`src/rtl/rtp_pkg.sv`:
```
// Shared constants and types for the real-time counter tail and periodic tick timer
package rtp_pkg;

	// Register indices; byte address on the bus is four times the index
	localparam logic [5:0] IDX_COUNTER_CTRL   = 6'h00;
	localparam logic [5:0] IDX_SYNC_STATUS    = 6'h01;
	localparam logic [5:0] IDX_COUNTER_FLAGS  = 6'h03;
	localparam logic [5:0] IDX_BYTE_LATCH     = 6'h04;
	localparam logic [5:0] IDX_HALT_BEHAVIOR  = 6'h05;
	localparam logic [5:0] IDX_DRIFT_TRIM     = 6'h06;
	localparam logic [5:0] IDX_SOURCE_CHOICE  = 6'h07;
	localparam logic [5:0] IDX_COUNT_VALUE    = 6'h08;
	localparam logic [5:0] IDX_WRAP_LIMIT     = 6'h0a;
	localparam logic [5:0] IDX_MATCH_VALUE    = 6'h0c;
	localparam logic [5:0] IDX_TICK_SETUP     = 6'h10;
	localparam logic [5:0] IDX_TICK_SYNC      = 6'h11;
	localparam logic [5:0] IDX_TICK_IRQ_EN    = 6'h12;
	localparam logic [5:0] IDX_TICK_IRQ_PEND  = 6'h13;
	localparam logic [5:0] IDX_TICK_HALT      = 6'h15;
	localparam logic [5:0] HIGH_BYTE_STEP     = 6'h01;

	// Field positions
	localparam int BIT_COUNTER_ON    = 0;
	localparam int BIT_DRIFT_TRIM_ON = 2;
	localparam int POS_PRESCALE      = 3;
	localparam int BIT_RUN_HALTED    = 0;
	localparam int BIT_TRIM_SIGN     = 7;
	localparam int BIT_TICK_RUN      = 0;
	localparam int POS_TICK_PERIOD   = 3;
	localparam int BIT_WRAP_FLAG     = 0;
	localparam int BIT_MATCH_FLAG    = 1;
	localparam int BIT_COUNT_SYNC    = 1;
	localparam int BIT_LIMIT_SYNC    = 2;
	localparam int BIT_TICK_SYNCING  = 0;
	localparam int BIT_TICK_IRQ      = 0;

	// Reset values
	localparam logic [15:0] COUNT_RESET = 16'h0000;
	localparam logic [15:0] LIMIT_RESET = 16'hffff;
	localparam logic [15:0] MATCH_RESET = 16'h0000;
	localparam logic [7:0]  BYTE_RESET  = 8'h00;

	// Clock source encodings
	localparam logic [1:0] SRC_INTERNAL_32K = 2'h0;
	localparam logic [1:0] SRC_INTERNAL_1K  = 2'h1;
	localparam logic [1:0] SRC_CRYSTAL_32K  = 2'h2;
	localparam logic [1:0] SRC_PIN_FED      = 2'h3;

	// Tick period codes
	localparam logic [3:0] TICK_PERIOD_OFF = 4'h0;
	localparam logic [3:0] TICK_PERIOD_RSV = 4'hf;

	// Slow-clock edges before a written value takes effect
	localparam logic [1:0] SYNC_SLOW_EDGES = 2'h2;
	// Slow-clock cycles in one drift-correction interval
	localparam int PPM_INTERVAL = 1000000;

	typedef struct packed {
		logic        counter_on;
		logic        drift_trim_on;
		logic [3:0]  prescale;
		logic        run_while_halted;
		logic [7:0]  drift_trim;
		logic [1:0]  source_choice;
		logic [15:0] wrap_limit;
		logic [15:0] match_value;
		logic        tick_irq_en;
		logic        tick_run_while_halted;
		logic [7:0]  byte_latch;
		logic [7:0]  tick_setup;
	} rtp_regs_t;

	typedef struct packed {
		logic        wrap_flag;
		logic        match_flag;
		logic        tick_irq;
	} rtp_flags_t;

endpackage

```
`src/rtl/rtp_core.sv`:
```
// Real-time counter tail registers, drift trim and periodic tick timer
//
// Notes on behaviour
// - Run-while-halted bit 0 freezes counter or tick timer during debug halt.
// - Trim sign 0 removes prescaler clocks so counting slows.
// - Trim sign 1 adds prescaler clocks; software keeps prescale at two or more.
// - Seven-bit trim magnitude is clocks corrected per million slow cycles.
// - Source choice picks internal 32k, 1k tap, crystal 32k or pin clock.
// - Count value is low byte at base, high byte next; resets zero.
// - Count and limit writes take effect after two slow-clock edges.
// - Wrap limit is low and high byte pair, resets all ones.
// - Match value is low and high byte pair, resets zero.
// - Tick period code 1..14 gives 4 doubling to 32768; 0 off, 15 reserved.
// - Tick setup bit 0 enables the periodic tick timer.
// - Tick sync bit reads one while tick setup is being carried over.
// - Tick interrupt enable gates the periodic request.
// - Tick flag sets on each periodic event; writing one clears it.
// - One shared byte latch serves all 16-bit registers.
// - Drift trim applies only while drift trim on is set.
// - Count reaching limit wraps to zero and sets wrap flag; write one clears.
// - Count equal to match sets match flag; write one clears.
`timescale 1ns/1ps
`default_nettype none

module rtp_core #(
	parameter int PPM_CYCLES = rtp_pkg::PPM_INTERVAL
) (
	input  wire logic        clk_in,
	input  wire logic        resetn_in,
	input  wire logic [7:0]  avs_address_in,
	input  wire logic        avs_read_in,
	input  wire logic        avs_write_in,
	input  wire logic [31:0] avs_writedata_in,
	input  wire logic [3:0]  avs_byteenable_in,
	output logic      [31:0] avs_readdata_out,
	output logic             avs_waitrequest_out,
	input  wire logic [3:0]  slow_src_in,
	input  wire logic        cpu_halted_in,
	output logic             tick_irq_out,
	output logic             wrap_flag_out,
	output logic             match_flag_out
);

	rtp_pkg::rtp_regs_t  regs;
	rtp_pkg::rtp_regs_t  next_regs;
	rtp_pkg::rtp_flags_t flags;
	rtp_pkg::rtp_flags_t next_flags;

	logic [31:0] next_readdata;
	logic        next_waitrequest;
	logic        next_tick_irq_out;

	logic [15:0] count_value;
	logic [15:0] next_count_value;
	logic [15:0] presc_cnt;
	logic [15:0] next_presc_cnt;
	logic [19:0] trim_acc;
	logic [19:0] next_trim_acc;
	logic [19:0] ppm_cnt;
	logic [19:0] next_ppm_cnt;

	logic [1:0]  count_sync;
	logic [1:0]  next_count_sync;
	logic [15:0] count_pend;
	logic [15:0] next_count_pend;
	logic [1:0]  limit_sync;
	logic [1:0]  next_limit_sync;
	logic [15:0] limit_pend;
	logic [15:0] next_limit_pend;
	logic [15:0] limit_active;
	logic [15:0] next_limit_active;

	logic [1:0]  tick_sync;
	logic [1:0]  next_tick_sync;
	logic        tick_run;
	logic        next_tick_run;
	logic [3:0]  tick_period;
	logic [3:0]  next_tick_period;
	logic [15:0] tick_cnt;
	logic [15:0] next_tick_cnt;

	logic [3:0]  src_meta;
	logic [3:0]  src_sync;
	logic [3:0]  src_prev;

	// Prescaler wrap mask for a divide-by-two-to-the-n setting
	function automatic logic [15:0] div_mask(input logic [3:0] n);
		div_mask = (16'h0001 << n) - 16'h0001;
	endfunction

	// Last tick-counter value for a period code
	function automatic logic [15:0] tick_last(input logic [3:0] code);
		tick_last = (16'h0001 << (code + 4'h1)) - 16'h0001;
	endfunction

	always_comb begin
		logic [5:0]  idx;
		logic [5:0]  pair_base;
		logic        is_high;
		logic        is_pair;
		logic [15:0] pair_val;
		logic [7:0]  rd_byte;
		logic [7:0]  wd;
		logic        do_read;
		logic        do_write;
		logic        slow_tick;
		logic        cnt_frozen;
		logic        tick_frozen;
		logic        corr;
		logic [16:0] step;
		logic [16:0] presc_sum;
		logic [15:0] mask;
		logic        cnt_tick;
		logic        set_wrap;
		logic        set_match;
		logic        set_tick;
		logic [19:0] acc_sum;

		idx = avs_address_in[7:2];
		pair_base = {idx[5:1], 1'b0};
		is_high = idx[0];
		is_pair = (pair_base == rtp_pkg::IDX_COUNT_VALUE)
			|| (pair_base == rtp_pkg::IDX_WRAP_LIMIT)
			|| (pair_base == rtp_pkg::IDX_MATCH_VALUE);
		wd = avs_writedata_in[7:0];
		do_read = avs_read_in && avs_waitrequest_out;
		do_write = avs_write_in && !avs_waitrequest_out && avs_byteenable_in[0]
			&& (avs_address_in[1:0] == 2'h0);

		next_regs = regs;
		next_flags = flags;
		next_count_value = count_value;
		next_presc_cnt = presc_cnt;
		next_trim_acc = trim_acc;
		next_ppm_cnt = ppm_cnt;
		next_count_sync = count_sync;
		next_count_pend = count_pend;
		next_limit_sync = limit_sync;
		next_limit_pend = limit_pend;
		next_limit_active = limit_active;
		next_tick_sync = tick_sync;
		next_tick_run = tick_run;
		next_tick_period = tick_period;
		next_tick_cnt = tick_cnt;

		// One wait cycle, then answer
		next_waitrequest = !((avs_read_in || avs_write_in) && avs_waitrequest_out);
		next_readdata = avs_readdata_out;

		unique case (pair_base)
			rtp_pkg::IDX_COUNT_VALUE: pair_val = count_value;
			rtp_pkg::IDX_WRAP_LIMIT:  pair_val = regs.wrap_limit;
			default:                  pair_val = regs.match_value;
		endcase

		// Register read
		rd_byte = 8'h00;
		if (is_pair) begin
			rd_byte = is_high ? regs.byte_latch : pair_val[7:0];
		end else begin
			unique case (idx)
				rtp_pkg::IDX_COUNTER_CTRL:
					rd_byte = {1'b0, regs.prescale, regs.drift_trim_on, 1'b0, regs.counter_on};
				rtp_pkg::IDX_SYNC_STATUS:
					rd_byte = {5'h00, (limit_sync != 2'h0), (count_sync != 2'h0), 1'b0};
				rtp_pkg::IDX_COUNTER_FLAGS:
					rd_byte = {6'h00, flags.match_flag, flags.wrap_flag};
				rtp_pkg::IDX_BYTE_LATCH:    rd_byte = regs.byte_latch;
				rtp_pkg::IDX_HALT_BEHAVIOR: rd_byte = {7'h00, regs.run_while_halted};
				rtp_pkg::IDX_DRIFT_TRIM:    rd_byte = regs.drift_trim;
				rtp_pkg::IDX_SOURCE_CHOICE: rd_byte = {6'h00, regs.source_choice};
				rtp_pkg::IDX_TICK_SETUP:    rd_byte = {1'b0, regs.tick_setup[6:3], 2'h0,
					regs.tick_setup[0]};
				rtp_pkg::IDX_TICK_SYNC:     rd_byte = {7'h00, (tick_sync != 2'h0)};
				rtp_pkg::IDX_TICK_IRQ_EN:   rd_byte = {7'h00, regs.tick_irq_en};
				rtp_pkg::IDX_TICK_IRQ_PEND: rd_byte = {7'h00, flags.tick_irq};
				rtp_pkg::IDX_TICK_HALT:     rd_byte = {7'h00, regs.tick_run_while_halted};
				default:                    rd_byte = 8'h00;
			endcase
		end
		if (do_read) begin
			next_readdata = {24'h000000, (avs_address_in[1:0] == 2'h0) ? rd_byte : 8'h00};
			// Low byte read parks the high byte so the pair reads coherently
			if (is_pair && !is_high && (avs_address_in[1:0] == 2'h0)) begin
				next_regs.byte_latch = pair_val[15:8];
			end
		end

		// Slow clock: pick a source, take its rising edge
		slow_tick = src_sync[regs.source_choice] && !src_prev[regs.source_choice];
		cnt_frozen = cpu_halted_in && !regs.run_while_halted;
		tick_frozen = cpu_halted_in && !regs.tick_run_while_halted;

		// Drift trim spread evenly over each million slow cycles
		acc_sum = trim_acc + {13'h0000, regs.drift_trim[6:0]};
		corr = 1'b0;
		cnt_tick = 1'b0;
		set_wrap = 1'b0;
		set_match = 1'b0;
		set_tick = 1'b0;
		step = 17'h00001;
		mask = div_mask(regs.prescale);
		if (slow_tick && regs.counter_on && !cnt_frozen) begin
			if (regs.drift_trim_on) begin
				next_ppm_cnt = ppm_cnt + 20'h00001;
				next_trim_acc = acc_sum;
				if (acc_sum >= 20'(PPM_CYCLES)) begin
					corr = 1'b1;
					next_trim_acc = 20'(acc_sum - 20'(PPM_CYCLES));
				end
				// Last edge of the interval still adds, so no correction step is lost
				if (ppm_cnt == 20'(PPM_CYCLES - 1)) begin
					next_ppm_cnt = 20'h00000;
					next_trim_acc = 20'h00000;
				end
			end
			if (corr) begin
				// Positive skips a prescaler clock, negative adds one
				step = regs.drift_trim[rtp_pkg::BIT_TRIM_SIGN] ? 17'h00002 : 17'h00000;
			end
			presc_sum = {1'b0, presc_cnt} + step;
			if (presc_sum > {1'b0, mask}) begin
				cnt_tick = 1'b1;
				next_presc_cnt = 16'(presc_sum - {1'b0, mask} - 17'h00001);
			end else begin
				next_presc_cnt = presc_sum[15:0];
			end
		end

		if (cnt_tick) begin
			if (count_value == regs.match_value) begin
				set_match = 1'b1;
			end
			if (count_value == limit_active) begin
				next_count_value = 16'h0000;
				set_wrap = 1'b1;
			end else begin
				next_count_value = count_value + 16'h0001;
			end
		end

		// Hand-over of written values, two slow edges late
		if (slow_tick) begin
			if (count_sync != 2'h0) begin
				next_count_sync = count_sync - 2'h1;
				if (count_sync == 2'h1) begin
					next_count_value = count_pend;
				end
			end
			if (limit_sync != 2'h0) begin
				next_limit_sync = limit_sync - 2'h1;
				if (limit_sync == 2'h1) begin
					next_limit_active = limit_pend;
				end
			end
			if (tick_sync != 2'h0) begin
				next_tick_sync = tick_sync - 2'h1;
				if (tick_sync == 2'h1) begin
					next_tick_run = regs.tick_setup[rtp_pkg::BIT_TICK_RUN];
					next_tick_period = regs.tick_setup[6:3];
					next_tick_cnt = 16'h0000;
				end
			end
		end

		// Periodic tick timer
		if (slow_tick && tick_run && !tick_frozen && (tick_sync == 2'h0)
				&& (tick_period != rtp_pkg::TICK_PERIOD_OFF)
				&& (tick_period != rtp_pkg::TICK_PERIOD_RSV)) begin
			if (tick_cnt >= tick_last(tick_period)) begin
				next_tick_cnt = 16'h0000;
				set_tick = 1'b1;
			end else begin
				next_tick_cnt = tick_cnt + 16'h0001;
			end
		end

		// Register write; hardware set wins over a one-to-clear
		if (do_write) begin
			if (is_pair && !is_high) begin
				next_regs.byte_latch = wd;
			end else if (is_pair) begin
				unique case (pair_base)
					rtp_pkg::IDX_COUNT_VALUE: begin
						next_count_pend = {wd, regs.byte_latch};
						next_count_sync = rtp_pkg::SYNC_SLOW_EDGES;
					end
					rtp_pkg::IDX_WRAP_LIMIT: begin
						next_regs.wrap_limit = {wd, regs.byte_latch};
						next_limit_pend = {wd, regs.byte_latch};
						next_limit_sync = rtp_pkg::SYNC_SLOW_EDGES;
					end
					default: next_regs.match_value = {wd, regs.byte_latch};
				endcase
			end else begin
				unique case (idx)
					rtp_pkg::IDX_COUNTER_CTRL: begin
						next_regs.counter_on = wd[rtp_pkg::BIT_COUNTER_ON];
						next_regs.drift_trim_on = wd[rtp_pkg::BIT_DRIFT_TRIM_ON];
						next_regs.prescale = wd[6:3];
					end
					rtp_pkg::IDX_COUNTER_FLAGS: begin
						if (wd[rtp_pkg::BIT_WRAP_FLAG]) begin
							next_flags.wrap_flag = 1'b0;
						end
						if (wd[rtp_pkg::BIT_MATCH_FLAG]) begin
							next_flags.match_flag = 1'b0;
						end
					end
					rtp_pkg::IDX_BYTE_LATCH:    next_regs.byte_latch = wd;
					rtp_pkg::IDX_HALT_BEHAVIOR:
						next_regs.run_while_halted = wd[rtp_pkg::BIT_RUN_HALTED];
					rtp_pkg::IDX_DRIFT_TRIM:    next_regs.drift_trim = wd;
					rtp_pkg::IDX_SOURCE_CHOICE: next_regs.source_choice = wd[1:0];
					rtp_pkg::IDX_TICK_SETUP: begin
						next_regs.tick_setup = {1'b0, wd[6:3], 2'h0, wd[0]};
						next_tick_sync = rtp_pkg::SYNC_SLOW_EDGES;
					end
					rtp_pkg::IDX_TICK_IRQ_EN:
						next_regs.tick_irq_en = wd[rtp_pkg::BIT_TICK_IRQ];
					rtp_pkg::IDX_TICK_IRQ_PEND: begin
						if (wd[rtp_pkg::BIT_TICK_IRQ]) begin
							next_flags.tick_irq = 1'b0;
						end
					end
					rtp_pkg::IDX_TICK_HALT:
						next_regs.tick_run_while_halted = wd[rtp_pkg::BIT_RUN_HALTED];
					default: ;
				endcase
			end
		end
		if (set_wrap) begin
			next_flags.wrap_flag = 1'b1;
		end
		if (set_match) begin
			next_flags.match_flag = 1'b1;
		end
		if (set_tick) begin
			next_flags.tick_irq = 1'b1;
		end
		next_tick_irq_out = next_flags.tick_irq && next_regs.tick_irq_en;
	end

	always_ff @(posedge clk_in) begin
		// Two-stage sampler for each slow source, third stage for the edge
		src_meta <= slow_src_in;
		src_sync <= src_meta;
		src_prev <= src_sync;
		if (!resetn_in) begin
			regs <= '{
				counter_on: 1'b0, drift_trim_on: 1'b0, prescale: 4'h0,
				run_while_halted: 1'b0, drift_trim: rtp_pkg::BYTE_RESET,
				source_choice: rtp_pkg::SRC_INTERNAL_32K,
				wrap_limit: rtp_pkg::LIMIT_RESET, match_value: rtp_pkg::MATCH_RESET,
				tick_irq_en: 1'b0, tick_run_while_halted: 1'b0,
				byte_latch: rtp_pkg::BYTE_RESET, tick_setup: rtp_pkg::BYTE_RESET};
			flags <= '0;
			avs_readdata_out <= 32'h00000000;
			avs_waitrequest_out <= 1'b1;
			tick_irq_out <= 1'b0;
			wrap_flag_out <= 1'b0;
			match_flag_out <= 1'b0;
			count_value <= rtp_pkg::COUNT_RESET;
			presc_cnt <= 16'h0000;
			trim_acc <= 20'h00000;
			ppm_cnt <= 20'h00000;
			count_sync <= 2'h0;
			count_pend <= rtp_pkg::COUNT_RESET;
			limit_sync <= 2'h0;
			limit_pend <= rtp_pkg::LIMIT_RESET;
			limit_active <= rtp_pkg::LIMIT_RESET;
			tick_sync <= 2'h0;
			tick_run <= 1'b0;
			tick_period <= rtp_pkg::TICK_PERIOD_OFF;
			tick_cnt <= 16'h0000;
		end else begin
			regs <= next_regs;
			flags <= next_flags;
			avs_readdata_out <= next_readdata;
			avs_waitrequest_out <= next_waitrequest;
			tick_irq_out <= next_tick_irq_out;
			wrap_flag_out <= next_flags.wrap_flag;
			match_flag_out <= next_flags.match_flag;
			count_value <= next_count_value;
			presc_cnt <= next_presc_cnt;
			trim_acc <= next_trim_acc;
			ppm_cnt <= next_ppm_cnt;
			count_sync <= next_count_sync;
			count_pend <= next_count_pend;
			limit_sync <= next_limit_sync;
			limit_pend <= next_limit_pend;
			limit_active <= next_limit_active;
			tick_sync <= next_tick_sync;
			tick_run <= next_tick_run;
			tick_period <= next_tick_period;
			tick_cnt <= next_tick_cnt;
		end
	end

endmodule

`default_nettype wire

```
`config.mk`:
```
export PLATFORM = sky130hd
export DESIGN_NAME = rtp_core
export DESIGN_NICKNAME = d
export VERILOG_FILES = /design/src/rtl/rtp_pkg.sv /design/src/rtl/rtp_core.sv
export SDC_FILE = /design/constraint.sdc
export NUM_CORES = 1
export LEC_CHECK = 0
export ABC_AREA = 1
export ABC_CLOCK_PERIOD_IN_PS = 5900
export BUFFER_PORTS_ARGS = -buffer_cell sky130_fd_sc_hd__buf_2
export CAP_MARGIN = 20
export CORE_MARGIN = 2
export CORE_UTILIZATION = 50
export CTS_CLUSTER_DIAMETER = 30
export DETAILED_ROUTE_END_ITERATION = 10
export GPL_ROUTABILITY_DRIVEN = 0
export PLACE_DENSITY = 0.68
export SLEW_MARGIN = 10
export SYNTH_ARGS = -nofsm -noshare
export SYNTH_HDL_FRONTEND = slang
export SYNTH_SLANG_ARGS = --single-unit
```
`constraint.sdc`:
```
create_clock -name clk_in -period 5.9 [get_ports clk_in]
set_clock_uncertainty 0.1 [all_clocks]
set_input_delay 0.59 -clock clk_in [delete_from_list [all_inputs] [get_ports clk_in]]
set_output_delay 0.59 -clock clk_in [all_outputs]
set_load 0.02 [all_outputs]
```
==> run_results.csv, run 1 <==
group,metric,value,unit
outcome,status,"finished clean",
global_route,antenna_found_initial,0,
final_layout,fill_cells,2369,
critical_path,slowest_stage,"fa_2",
synth,synth-edff-count,0,
final_layout,final-seq-area,0.00441,mm^2
critical_path,start_kind,"flip-flop",
critical_path,reg2reg_to,"count_value[3]$_SDFF_PN0_",
clock_network,clk_latency,0.56,ns
hold_path,min_path_cells,1,
die,design.core.area,0.0270,mm^2
global_route,grt_max_degree,95,
synth,syn_avg_cell_area,6.81,um^2
critical_path,reg2regPathDepth,43,
power_and_ir_drop,ir_drop,0.000277,V
placed_design,dpl.hpwl,27.4,mm
critical_path,r2r_slack,0.28,ns
power_and_ir_drop,leakagePower,7.51,nW
hold_path,min_path_type,"primary input to flip-flop",
critical_path,r2r_start,"trim_acc[0]$_SDFFE_PN0P_",
clock_network,cts_tree,"done",
critical_path,crit_family,"simple AND/OR/NAND/NOR gates",
final_layout,multi_input_area,0.00840,mm^2
placed_design,numPlacedInstances,2396,
die,die-area,0.0289,mm^2
synth,yosysWarnings,0,
hold_path,hold_path.startpoint,"slow_src_in[1]",
global_route,grt_pass1_vias,13100,
drt,drtPass1Iterations,6,
drt,drc,0,
run,maxCapViolCount,0,
critical_path,crit_arrival,5.98,ns
global_route,gr-usage-all-layers,0.265,
synth,synthCells,2022,
synth,async_flop_share,0,
die,die_y,170,um
die,initial_core_util,0.510,
clock_network,htreeDepth,2,
final_layout,mostFrequentLayoutCells,"402 x nand2_1, 234 x inv_1, 217 x dfxtp_1",
drt,drt_iter0_drc,1147,
synth,netlist_area,0.0138,mm^2
power_and_ir_drop,p_per_area,293,mW/mm^2
synth,synth_cell_type_count,57,
sta,hold_ws,0.0257,ns
final_layout,diodes,0,
sta,tightest_slew,0.982,ns
sta,rsz0062_at_grt,"yes",
sta,fmax,0.178,GHz
global_route,grt_first_pass_wirelength,63.4,mm
critical_path,worstSetupPathType,"flip-flop to flip-flop",
critical_path,timing.critical_path.to_type,"flip-flop",
drt,routedWlPerCell,15.7,um
critical_path,crit_path_start,"trim_acc[0]$_SDFFE_PN0P_",
synth,ys_ff_latch,220,
sta,min_period,5.62,ns
die,ioPinCount,89,
critical_path,critPathMaxFanout,8,
critical_path,cp.buffers_inverters,9,
placed_design,port_buffers,37,
drt,viasPerCell,5.50,
drt,totalWireLength,39.5,mm
critical_path,cp_common_cell,"nand3_2",
sta,hold_viol_final,0,
drt,num_vias,13800,
clock_network,clockBufferDepth,3,
global_route,grt-ovfl-total,0,
final_layout,syn_to_final_growth,25.1,%
clock_network,holdBufCountCts,0,
final_layout,layout_commonest_cell,"nand2_1",
die,fp.dieW,170,um
final_layout,final_cells,2511,
sta,maxSlewHeadroom,0.345,
clock_network,root_buffer,"clkbuf_16",
critical_path,critPathMaxStageDelay,0.36,ns
final_layout,drive_gt1_frac,0.172,
drt,ant_nets,0,
clock_network,numCtsBuffers,57,
synth,ys_seq_area_frac,0.320,
hold_path,holdPathEnd,"src_meta[1]$_DFF_P_",
sta,timing.final.crit_share,0.953,
die,rows,60,
clock_network,clkSinkCount,220,
sta,maxSlewViolCount,0,
sta,setup_viol,0,
synth,yosys_most_used_dff,"dfxtp_1",
final_layout,nNetsFinal,2231,
clock_network,clkSlewWorstSetupHoldPaths,0.05,ns
critical_path,cp.required,6.26,ns
==> cell type report <==
cell class / count / share of cell area
clock inverter: 31 / 0.0300
inverter: 258 / 0.0566
clock buffer: 72 / 0.0919
timing repair buffer: 123 / 0.0536
tap: 341 / 0.0248
sequential: 220 / 0.256
multi-input combinational: 1466 / 0.487
==> worst max path at each step <==
stage	slack [ns]	endpoint	cells past startpoint
global placement	-0.04	count_value[3]$_SDFF_PN0_	41
floorplan	0.51	count_value[12]$_SDFF_PN0_	40
detailed placement	-0.13	presc_cnt[2]$_SDFFE_PN0P_	41
global route	-0.14	count_value[12]$_SDFF_PN0_	43
finish	0.28	count_value[3]$_SDFF_PN0_	43
CTS	0.007	presc_cnt[5]$_SDFFE_PN0P_	43
==> worst register-to-register path: cells and delay by family, from the launching register on <==
family	cells	cell delay [ns]
simple gates	28	3.03
flops	1	0.35
fa+ha+maj	5	1.08
xor+xnor	1	0.13
buf+inv	9	0.83
==> Yosys cell counts, drive strengths merged, types with 12 or more instances <==
cell type | number | share of area
nand2 | 441 | 0.12
inv | 254 | 0.069
dfxtp | 220 | 0.32
nor2 | 165 | 0.048
a21oi | 164 | 0.060
nand3 | 157 | 0.060
o21ai | 110 | 0.040
xor2 | 59 | 0.038
clkbuf | 53 | 0.014
nand4 | 52 | 0.024
buf | 49 | 0.024
ha | 49 | 0.045
nor3 | 47 | 0.020
xnor2 | 32 | 0.020
o211ai | 25 | 0.014
a211oi | 20 | 0.011
nor4 | 16 | 0.0094
o22ai | 13 | 0.0059
or2 | 12 | 0.0055
==> report_power, final <==
part	total (mW)	switching, mW	internal [mW]
logic	0.164	0.117	0.0473
registers	1.52	0.0130	1.50
clock network	3.36	0.956	2.41
==> registers in the layout (all words and copies together) (netlist names), 3 cells and up <==
name	flops
tick_cnt	16
limit_active	16
ppm_cnt	20
flags	3
avs_readdata_out	8
src_prev	4
src_sync	4
regs	48
presc_cnt	16
trim_acc	20
count_pend	16
tick_period	4
src_meta	4
limit_pend	16
count_value	16
==> cells by family after synthesis <==
kind of cell	count (synthesis)	synth area share
and+or+nand+nor	903	0.296
AOI/OAI and AO/OA	394	0.167
buffers and inverters	360	0.109
DFF	220	0.320
xor gates and xnor gates	91	0.0579
adders and majority gates	52	0.0489
other	2	0.000545
==> metal layers <==
| metal | GRT usage | routed length, um |
|---|---|---|
| met5 | 0 | 0 |
| met1 | 0.344 | 17500 |
| met3 | 0.0347 | 2370 |
| met2 | 0.458 | 18700 |
| met4 | 0.0814 | 930 |
==> timing repair <==
action,in CTS,in global routing
gates cloned,0,1
pin swaps,1,43
gates resized for setup,9,102
setup buffers,0,9
setup endpoints to repair,34,34
==> per-stage QoR <==
step / setup TNS, ns / worst slack, ns / cell area [um^2] / utilization / total power [mW]
global route: -3.08 / -0.140 / 17200 / 0.638 / 5.18
global placement: -0.504 / -0.0360 / 14500 / 0.538 / 1.70
detailed placement: -3.31 / -0.130 / 14500 / 0.538 / 1.70
CTS: 0 / 0.00682 / 16700 / 0.617 / 5.07
floorplan: 0 / 0.512 / 13900 / - / 1.66
finish: 0 / 0.279 / 17200 / 0.638 / 5.04
No activity file was read; power rests on OpenSTA's default activity.
==> inputs of run 2 (changes only) <==
--- a/config.mk
+++ b/config.mk
@@ -14,7 +14,7 @@
 export CTS_CLUSTER_DIAMETER = 30
 export DETAILED_ROUTE_END_ITERATION = 10
 export GPL_ROUTABILITY_DRIVEN = 0
-export PLACE_DENSITY = 0.68
+export PLACE_DENSITY_LB_ADDON = 0.15
 export SLEW_MARGIN = 10
 export SYNTH_ARGS = -nofsm -noshare
 export SYNTH_HDL_FRONTEND = slang
==> run_results.csv, run 2 (synthesized netlist as in run 1, its figures left out) <==
group,metric,value,unit
outcome,status,"finished clean",
sta,fmax,0.175,GHz
power_and_ir_drop,p_seq_frac,0.327,
final_layout,diodes,0,
final_layout,largest_reg_flops,48,
final_layout,multi_input_area,0.00839,mm^2
critical_path,timing.critical_path.to_type,"flip-flop",
global_route,grt_pass1_vias,12900,
critical_path,critPathMaxStageDelay,0.36,ns
final_layout,drive_gt1_frac,0.175,
placed_design,port_buffers,37,
power_and_ir_drop,intPower,3.54,mW
drt,totalWireLength,40.3,mm
global_route,grt_max_degree,95,
critical_path,critPathMaxFanout,7,
critical_path,start_kind,"flip-flop",
final_layout,reg_top3,"regs: 48 flops, ppm_cnt: 20 flops, trim_acc: 20 flops",
power_and_ir_drop,switchingPower,1.09,mW
critical_path,slowest_stage,"fa_2",
clock_network,htreeDepth,2,
placed_design,numPlacedInstances,2401,
clock_network,clockBufferDepth,3,
clock_network,cts_tree,"done",
clock_network,clkSlewWorstSetupHoldPaths,0.05,ns
final_layout,final_cells,2517,
drt,drc,0,
final_layout,layout_commonest_cell,"nand2_1",
critical_path,worstSetupPathType,"flip-flop to flip-flop",
final_layout,mostFrequentLayoutCells,"407 x nand2_1, 232 x inv_1, 216 x dfxtp_1",
power_and_ir_drop,clock_power_share,0.637,
final_layout,syn_to_final_growth,23.8,%
clock_network,holdBufCountCts,0,
critical_path,crit_arrival,6.10,ns
clock_network,clkSinkCount,220,
sta,rsz0062_at_grt,"yes",
sta,min_period,5.70,ns
sta,maxSlewHeadroom,0.344,
power_and_ir_drop,ir_drop,0.000229,V
global_route,grt-ovfl-total,0,
sta,timing.final.crit_share,0.967,
final_layout,finalCoreUtilization,0.631,
sta,hold_ws,0.0325,ns
final_layout,fill_cells,2442,
drt,ant_nets,0,
die,design.core.area,0.0270,mm^2
clock_network,numCtsBuffers,55,
run,maxCapViolCount,0,
drt,routedWlPerCell,16.0,um
sta,setup_viol,0,
critical_path,cp.required,6.30,ns
die,initial_core_util,0.510,
power_and_ir_drop,power,4.63,mW
power_and_ir_drop,p_comb_frac,0.035,
global_route,grt_first_pass_wirelength,63.7,mm
final_layout,nNetsFinal,2237,
drt,drtPass1Iterations,6,
die,fp.dieW,170,um
drt,drt_iter0_drc,1085,
die,die_y,170,um
clock_network,root_buffer,"clkbuf_16",
sta,tightest_slew,0.985,ns
drt,num_vias,13900,
power_and_ir_drop,leakagePower,7.41,nW
die,die-area,0.0289,mm^2
hold_path,min_path_type,"primary input to flip-flop",
die,rows,60,
final_layout,regMostFlops,"regs",
drt,viasPerCell,5.52,
power_and_ir_drop,switching_share,0.235,
global_route,antenna_found_initial,0,
sta,hold_viol_final,0,
power_and_ir_drop,p_per_area,272,mW/mm^2
final_layout,final-seq-area,0.00441,mm^2
placed_design,dpl.hpwl,27.6,mm
global_route,gr-usage-all-layers,0.269,
sta,maxSlewViolCount,0,
clock_network,clk_latency,0.57,ns
die,ioPinCount,89,
## run 2: worst max-delay path, delay by kind of cell, from the launching register on
family,cells,cell delay (ns)
adder cells (fa/ha/maj),5,1.02
XOR/XNOR,1,0.15
flip-flops,1,0.35
AND/OR/NAND/NOR,28,2.88
buffers and inverters,12,1.14
## run 2: area by class of cell
type | count | area share
multi-input combinational | 1466 | 0.492
sequential | 220 | 0.259
clock buffer | 64 | 0.0862
timing repair buffer | 131 | 0.0574
inverter | 258 | 0.0570
tap | 341 | 0.0250
clock inverter | 37 | 0.0232
## run 2: worst paths after layout
check                                                  end  slack [ns]  cells past startpoint                      from
worst min-delay path                   src_meta[3]$_DFF_P_        0.03                      1            slow_src_in[3]
worst max register to register  count_value[14]$_SDFF_PN0_        0.20                     46  trim_acc[0]$_SDFFE_PN0P_
worst max-delay path            count_value[14]$_SDFF_PN0_        0.20                     46  trim_acc[0]$_SDFFE_PN0P_
worst min register to register         src_sync[0]$_DFF_P_        0.22                      0       src_meta[0]$_DFF_P_
## run 2: power groups by stage
stage	clock network [mW]	registers, mW	logic [mW]
final	2.95	1.52	0.162
after global routing	3.07	1.52	0.177
after CTS	2.98	1.52	0.157
after detailed placement	0	1.54	0.155
after global placement	0	1.54	0.154
after floorplan	0	1.54	0.122
## run 2: layer usage
layer  up-vias  share of wire  track usage
met2       450           0.47        0.444
met3       102          0.061       0.0479
met4         0          0.032        0.111
li1       6935              -            -
met5         -              0            0
met1      6403           0.44        0.348
## run 2: per-stage QoR
stage               setup WS (ns)  setup TNS [ns]  area, um^2
floorplan                   0.512               0       13900
global placement          -0.0617          -0.793       14600
detailed placement         -0.113           -2.49       14600
CTS                       0.00403               0       16500
global route               -0.143           -3.75       17000
finish                      0.197               0       17000
## run 2: timing repair
action | CTS | global route
endpoints found under the hold margin | 0 | 0
pin swaps | 1 | 41
buffers inserted | 0 | 12
gates resized for setup | 8 | 101
gates cloned | 0 | 1
endpoints found under the setup margin | 34 | 34
==> inputs of run 3 (changes only) <==
--- a/config.mk
+++ b/config.mk
@@ -5,13 +5,13 @@
 export SDC_FILE = /design/constraint.sdc
 export NUM_CORES = 1
 export LEC_CHECK = 0
-export ABC_AREA = 1
 export ABC_CLOCK_PERIOD_IN_PS = 5900
 export BUFFER_PORTS_ARGS = -buffer_cell sky130_fd_sc_hd__buf_2
 export CAP_MARGIN = 20
 export CORE_MARGIN = 2
 export CORE_UTILIZATION = 50
 export CTS_CLUSTER_DIAMETER = 30
+export CTS_CLUSTER_SIZE = 25
 export DETAILED_ROUTE_END_ITERATION = 10
 export GPL_ROUTABILITY_DRIVEN = 0
 export PLACE_DENSITY_LB_ADDON = 0.15
==> run_results.csv, run 3 <==
group,metric,value,unit
final_layout,drive_gt1_frac,0.225,
clock_network,numCtsBuffers,52,
synth,synth-edff-count,0,
critical_path,r2r_slack,-0.71,ns
die,rows,59,
global_route,antenna_found_initial,0,
final_layout,fill_cells,2214,
sta,hold_viol_final,0,
critical_path,timing.critical_path.to_type,"flip-flop",
critical_path,r2r_start,"trim_acc[0]$_SDFFE_PN0P_",
final_layout,largest_reg_flops,48,
clock_network,cts_tree,"done",
final_layout,nNetsFinal,1939,
final_layout,regMostFlops,"regs",
die,die-area,0.0277,mm^2
sta,fmax,0.151,GHz
synth,synth_most_common_cell,"dfxtp_1",
final_layout,final_area,0.0171,mm^2
critical_path,slowest_stage,"fa_2",
sta,setup_ws,-0.715,ns
global_route,grt_max_degree,68,
hold_path,min_path_type,"primary input to flip-flop",
drt,drc,0,
power_and_ir_drop,power,4.55,mW
critical_path,crit_family,"compound AO/OA/AOI/OAI gates",
final_layout,final-seq-area,0.00441,mm^2
die,die_y,166,um
drt,routedWlPerCell,18.0,um
synth,ys_ff_latch,220,
clock_network,root_buffer,"clkbuf_16",
synth,syn_avg_cell_area,7.84,um^2
hold_path,holdPathEnd,"src_meta[2]$_DFF_P_",
die,design.core.area,0.0260,mm^2
sta,hold_ws,0.0270,ns
drt,num_vias,12900,
placed_design,dpl.hpwl,26.3,mm
synth,synth_top_area_share,0.334,
final_layout,layout_commonest_cell,"dfxtp_1",
sta,timing.final.crit_share,1.12,
synth,ys_seq_area_frac,0.334,
clock_network,clk_latency,0.57,ns
critical_path,reg2reg_to,"count_value[5]$_SDFF_PN0_",
hold_path,hold_path.startpoint,"slow_src_in[2]",
hold_path,min_path_cells,1,
final_layout,mostFrequentLayoutCells,"216 x dfxtp_1, 202 x nand2_1, 167 x nor2_1",
critical_path,start_kind,"flip-flop",
power_and_ir_drop,p_per_area,266,mW/mm^2
drt,ant_nets,0,
clock_network,clockBufferDepth,3,
clock_network,htreeDepth,2,
power_and_ir_drop,ir_drop,0.000235,V
final_layout,multi_input_area,0.00876,mm^2
sta,tns,-22.19,ns
critical_path,cp.required,6.30,ns
die,fp.dieW,166,um
final_layout,reg_top3,"regs: 48 flops, ppm_cnt: 20 flops, trim_acc: 20 flops",
synth,yosys_most_used_dff,"dfxtp_1",
global_route,grt_first_pass_wirelength,63.0,mm
synth,yosysWarnings,0,
sta,setup_viol,34,
die,ioPinCount,89,
synth,synth_cell_type_count,85,
critical_path,reg2regPathDepth,36,
power_and_ir_drop,leakagePower,6.99,nW
synth,async_flop_share,0,
drt,drt_iter0_drc,1130,
critical_path,cp.buffers_inverters,7,
clock_network,clkSlewWorstSetupHoldPaths,0.05,ns
final_layout,diodes,0,
clock_network,clkSinkCount,220,
run,maxCapViolCount,0,
sta,maxSlewViolCount,0,
synth,yosysTopAreaCell,"dfxtp_1",
global_route,grt-ovfl-total,0,
sta,rsz0062_at_grt,"yes",
critical_path,critPathMaxStageDelay,0.38,ns
drt,drtPass1Iterations,6,
drt,viasPerCell,5.86,
synth,synth_area_leaders,"dfxtp_1 33%, nand2_1 5.9%, mux2i_1 5.4%, nor2_1 5.1%, a21oi_1 5.0%",
critical_path,critPathMaxFanout,11,
die,initial_core_util,0.508,
synth,netlist_area,0.0132,mm^2
global_route,gr-usage-all-layers,0.276,
critical_path,worstSetupPathType,"flip-flop to flip-flop",
sta,maxSlewHeadroom,0.343,
final_layout,syn_to_final_growth,29.4,%
drt,totalWireLength,39.9,mm
sta,tightest_slew,0.977,ns
synth,synthCells,1683,
sta,min_period,6.61,ns
global_route,grt_pass1_vias,12200,
placed_design,port_buffers,37,
synth,synth.top_cells.by_count,"220 x dfxtp_1, 209 x nand2_1, 179 x nor2_1",
outcome,violations,"setup timing",
outcome,status,"finished, violations left",
placed_design,dp_worst_setup_slack,-0.784,ns
critical_path,crit_arrival,7.01,ns
placed_design,place_area,0.0144,mm^2
-- run 3: cell count changes after synthesis, sizes merged, moves of 32 or more --
cell	delta
a21oi	-32
clkbuf	+42
inv	-222
mux2i	+71
nand2	-230
nand3	-60
-- run 3: worst max path at each step --
stage / start / to / slack, ns / cells after the start
CTS: trim_acc[1]$_SDFFE_PN0P_ / presc_cnt[7]$_SDFFE_PN0P_ / -0.58 / 33
global placement: regs[53]$_SDFFE_PN0P_ / presc_cnt[14]$_SDFFE_PN0P_ / -0.55 / 31
detailed placement: trim_acc[0]$_SDFFE_PN0P_ / presc_cnt[14]$_SDFFE_PN0P_ / -0.78 / 32
floorplan: regs[53]$_SDFFE_PN0P_ / count_value[15]$_SDFF_PN0_ / -0.39 / 33
global route: trim_acc[0]$_SDFFE_PN0P_ / presc_cnt[2]$_SDFFE_PN0P_ / -0.99 / 36
finish: trim_acc[0]$_SDFFE_PN0P_ / count_value[5]$_SDFF_PN0_ / -0.71 / 36
-- run 3: final cells by class --
type / count / share of cell area
multi-input cells: 1325 / 0.513
repair buffers: 203 / 0.0926
flip-flops and latches: 220 / 0.258
inverters: 32 / 0.00718
clock inverters: 26 / 0.0169
well taps: 335 / 0.0246
clock buffers: 69 / 0.0870
-- run 3: what timing repair did --
item | in CTS | in global routing
hold buffers | 0 | 0
endpoints found under the hold margin | 0 | 0
resized for setup | 92 | 33
cloned | 2 | 0
pin swaps | 51 | 36
buffers inserted | 28 | 8
endpoints found under the setup margin | 34 | 34
-- run 3: metal layers --
layer	up-vias	part of all wire	global-route usage	wire [um]
li1	6282	-	-	-
met1	6111	0.44	0.377	17600
met2	449	0.46	0.446	18200
met3	99	0.070	0.0421	2770
met4	0	0.032	0.0978	1270
met5	-	0	0	0
-- run 3: cells by family (layout without fill, tap and decap cells) --
family,count (synthesis),count (layout),synth area share
AND/OR/NAND/NOR,680,680,0.247
buffers and inverters,162,330,0.0546
adder cells (fa/ha/maj),52,52,0.0510
other,2,26,0.000569
flip-flops,220,220,0.334
AO/OA/AOI/OAI,393,393,0.188
XOR/XNOR,96,96,0.0637
multiplexers,78,78,0.0610
-- run 3: where the power goes --
group          internal (mW)  switching, mW
registers               1.50         0.0295
clock network           1.89          0.923
logic                 0.0700          0.125
-- run 3: per-stage QoR --
step / utilization / cells
after floorplan: - / 1707
after global placement: 0.554 / 2075
after detailed placement: 0.554 / 2075
after CTS: 0.647 / 2200
after global routing: 0.657 / 2210
final: 0.657 / 2210
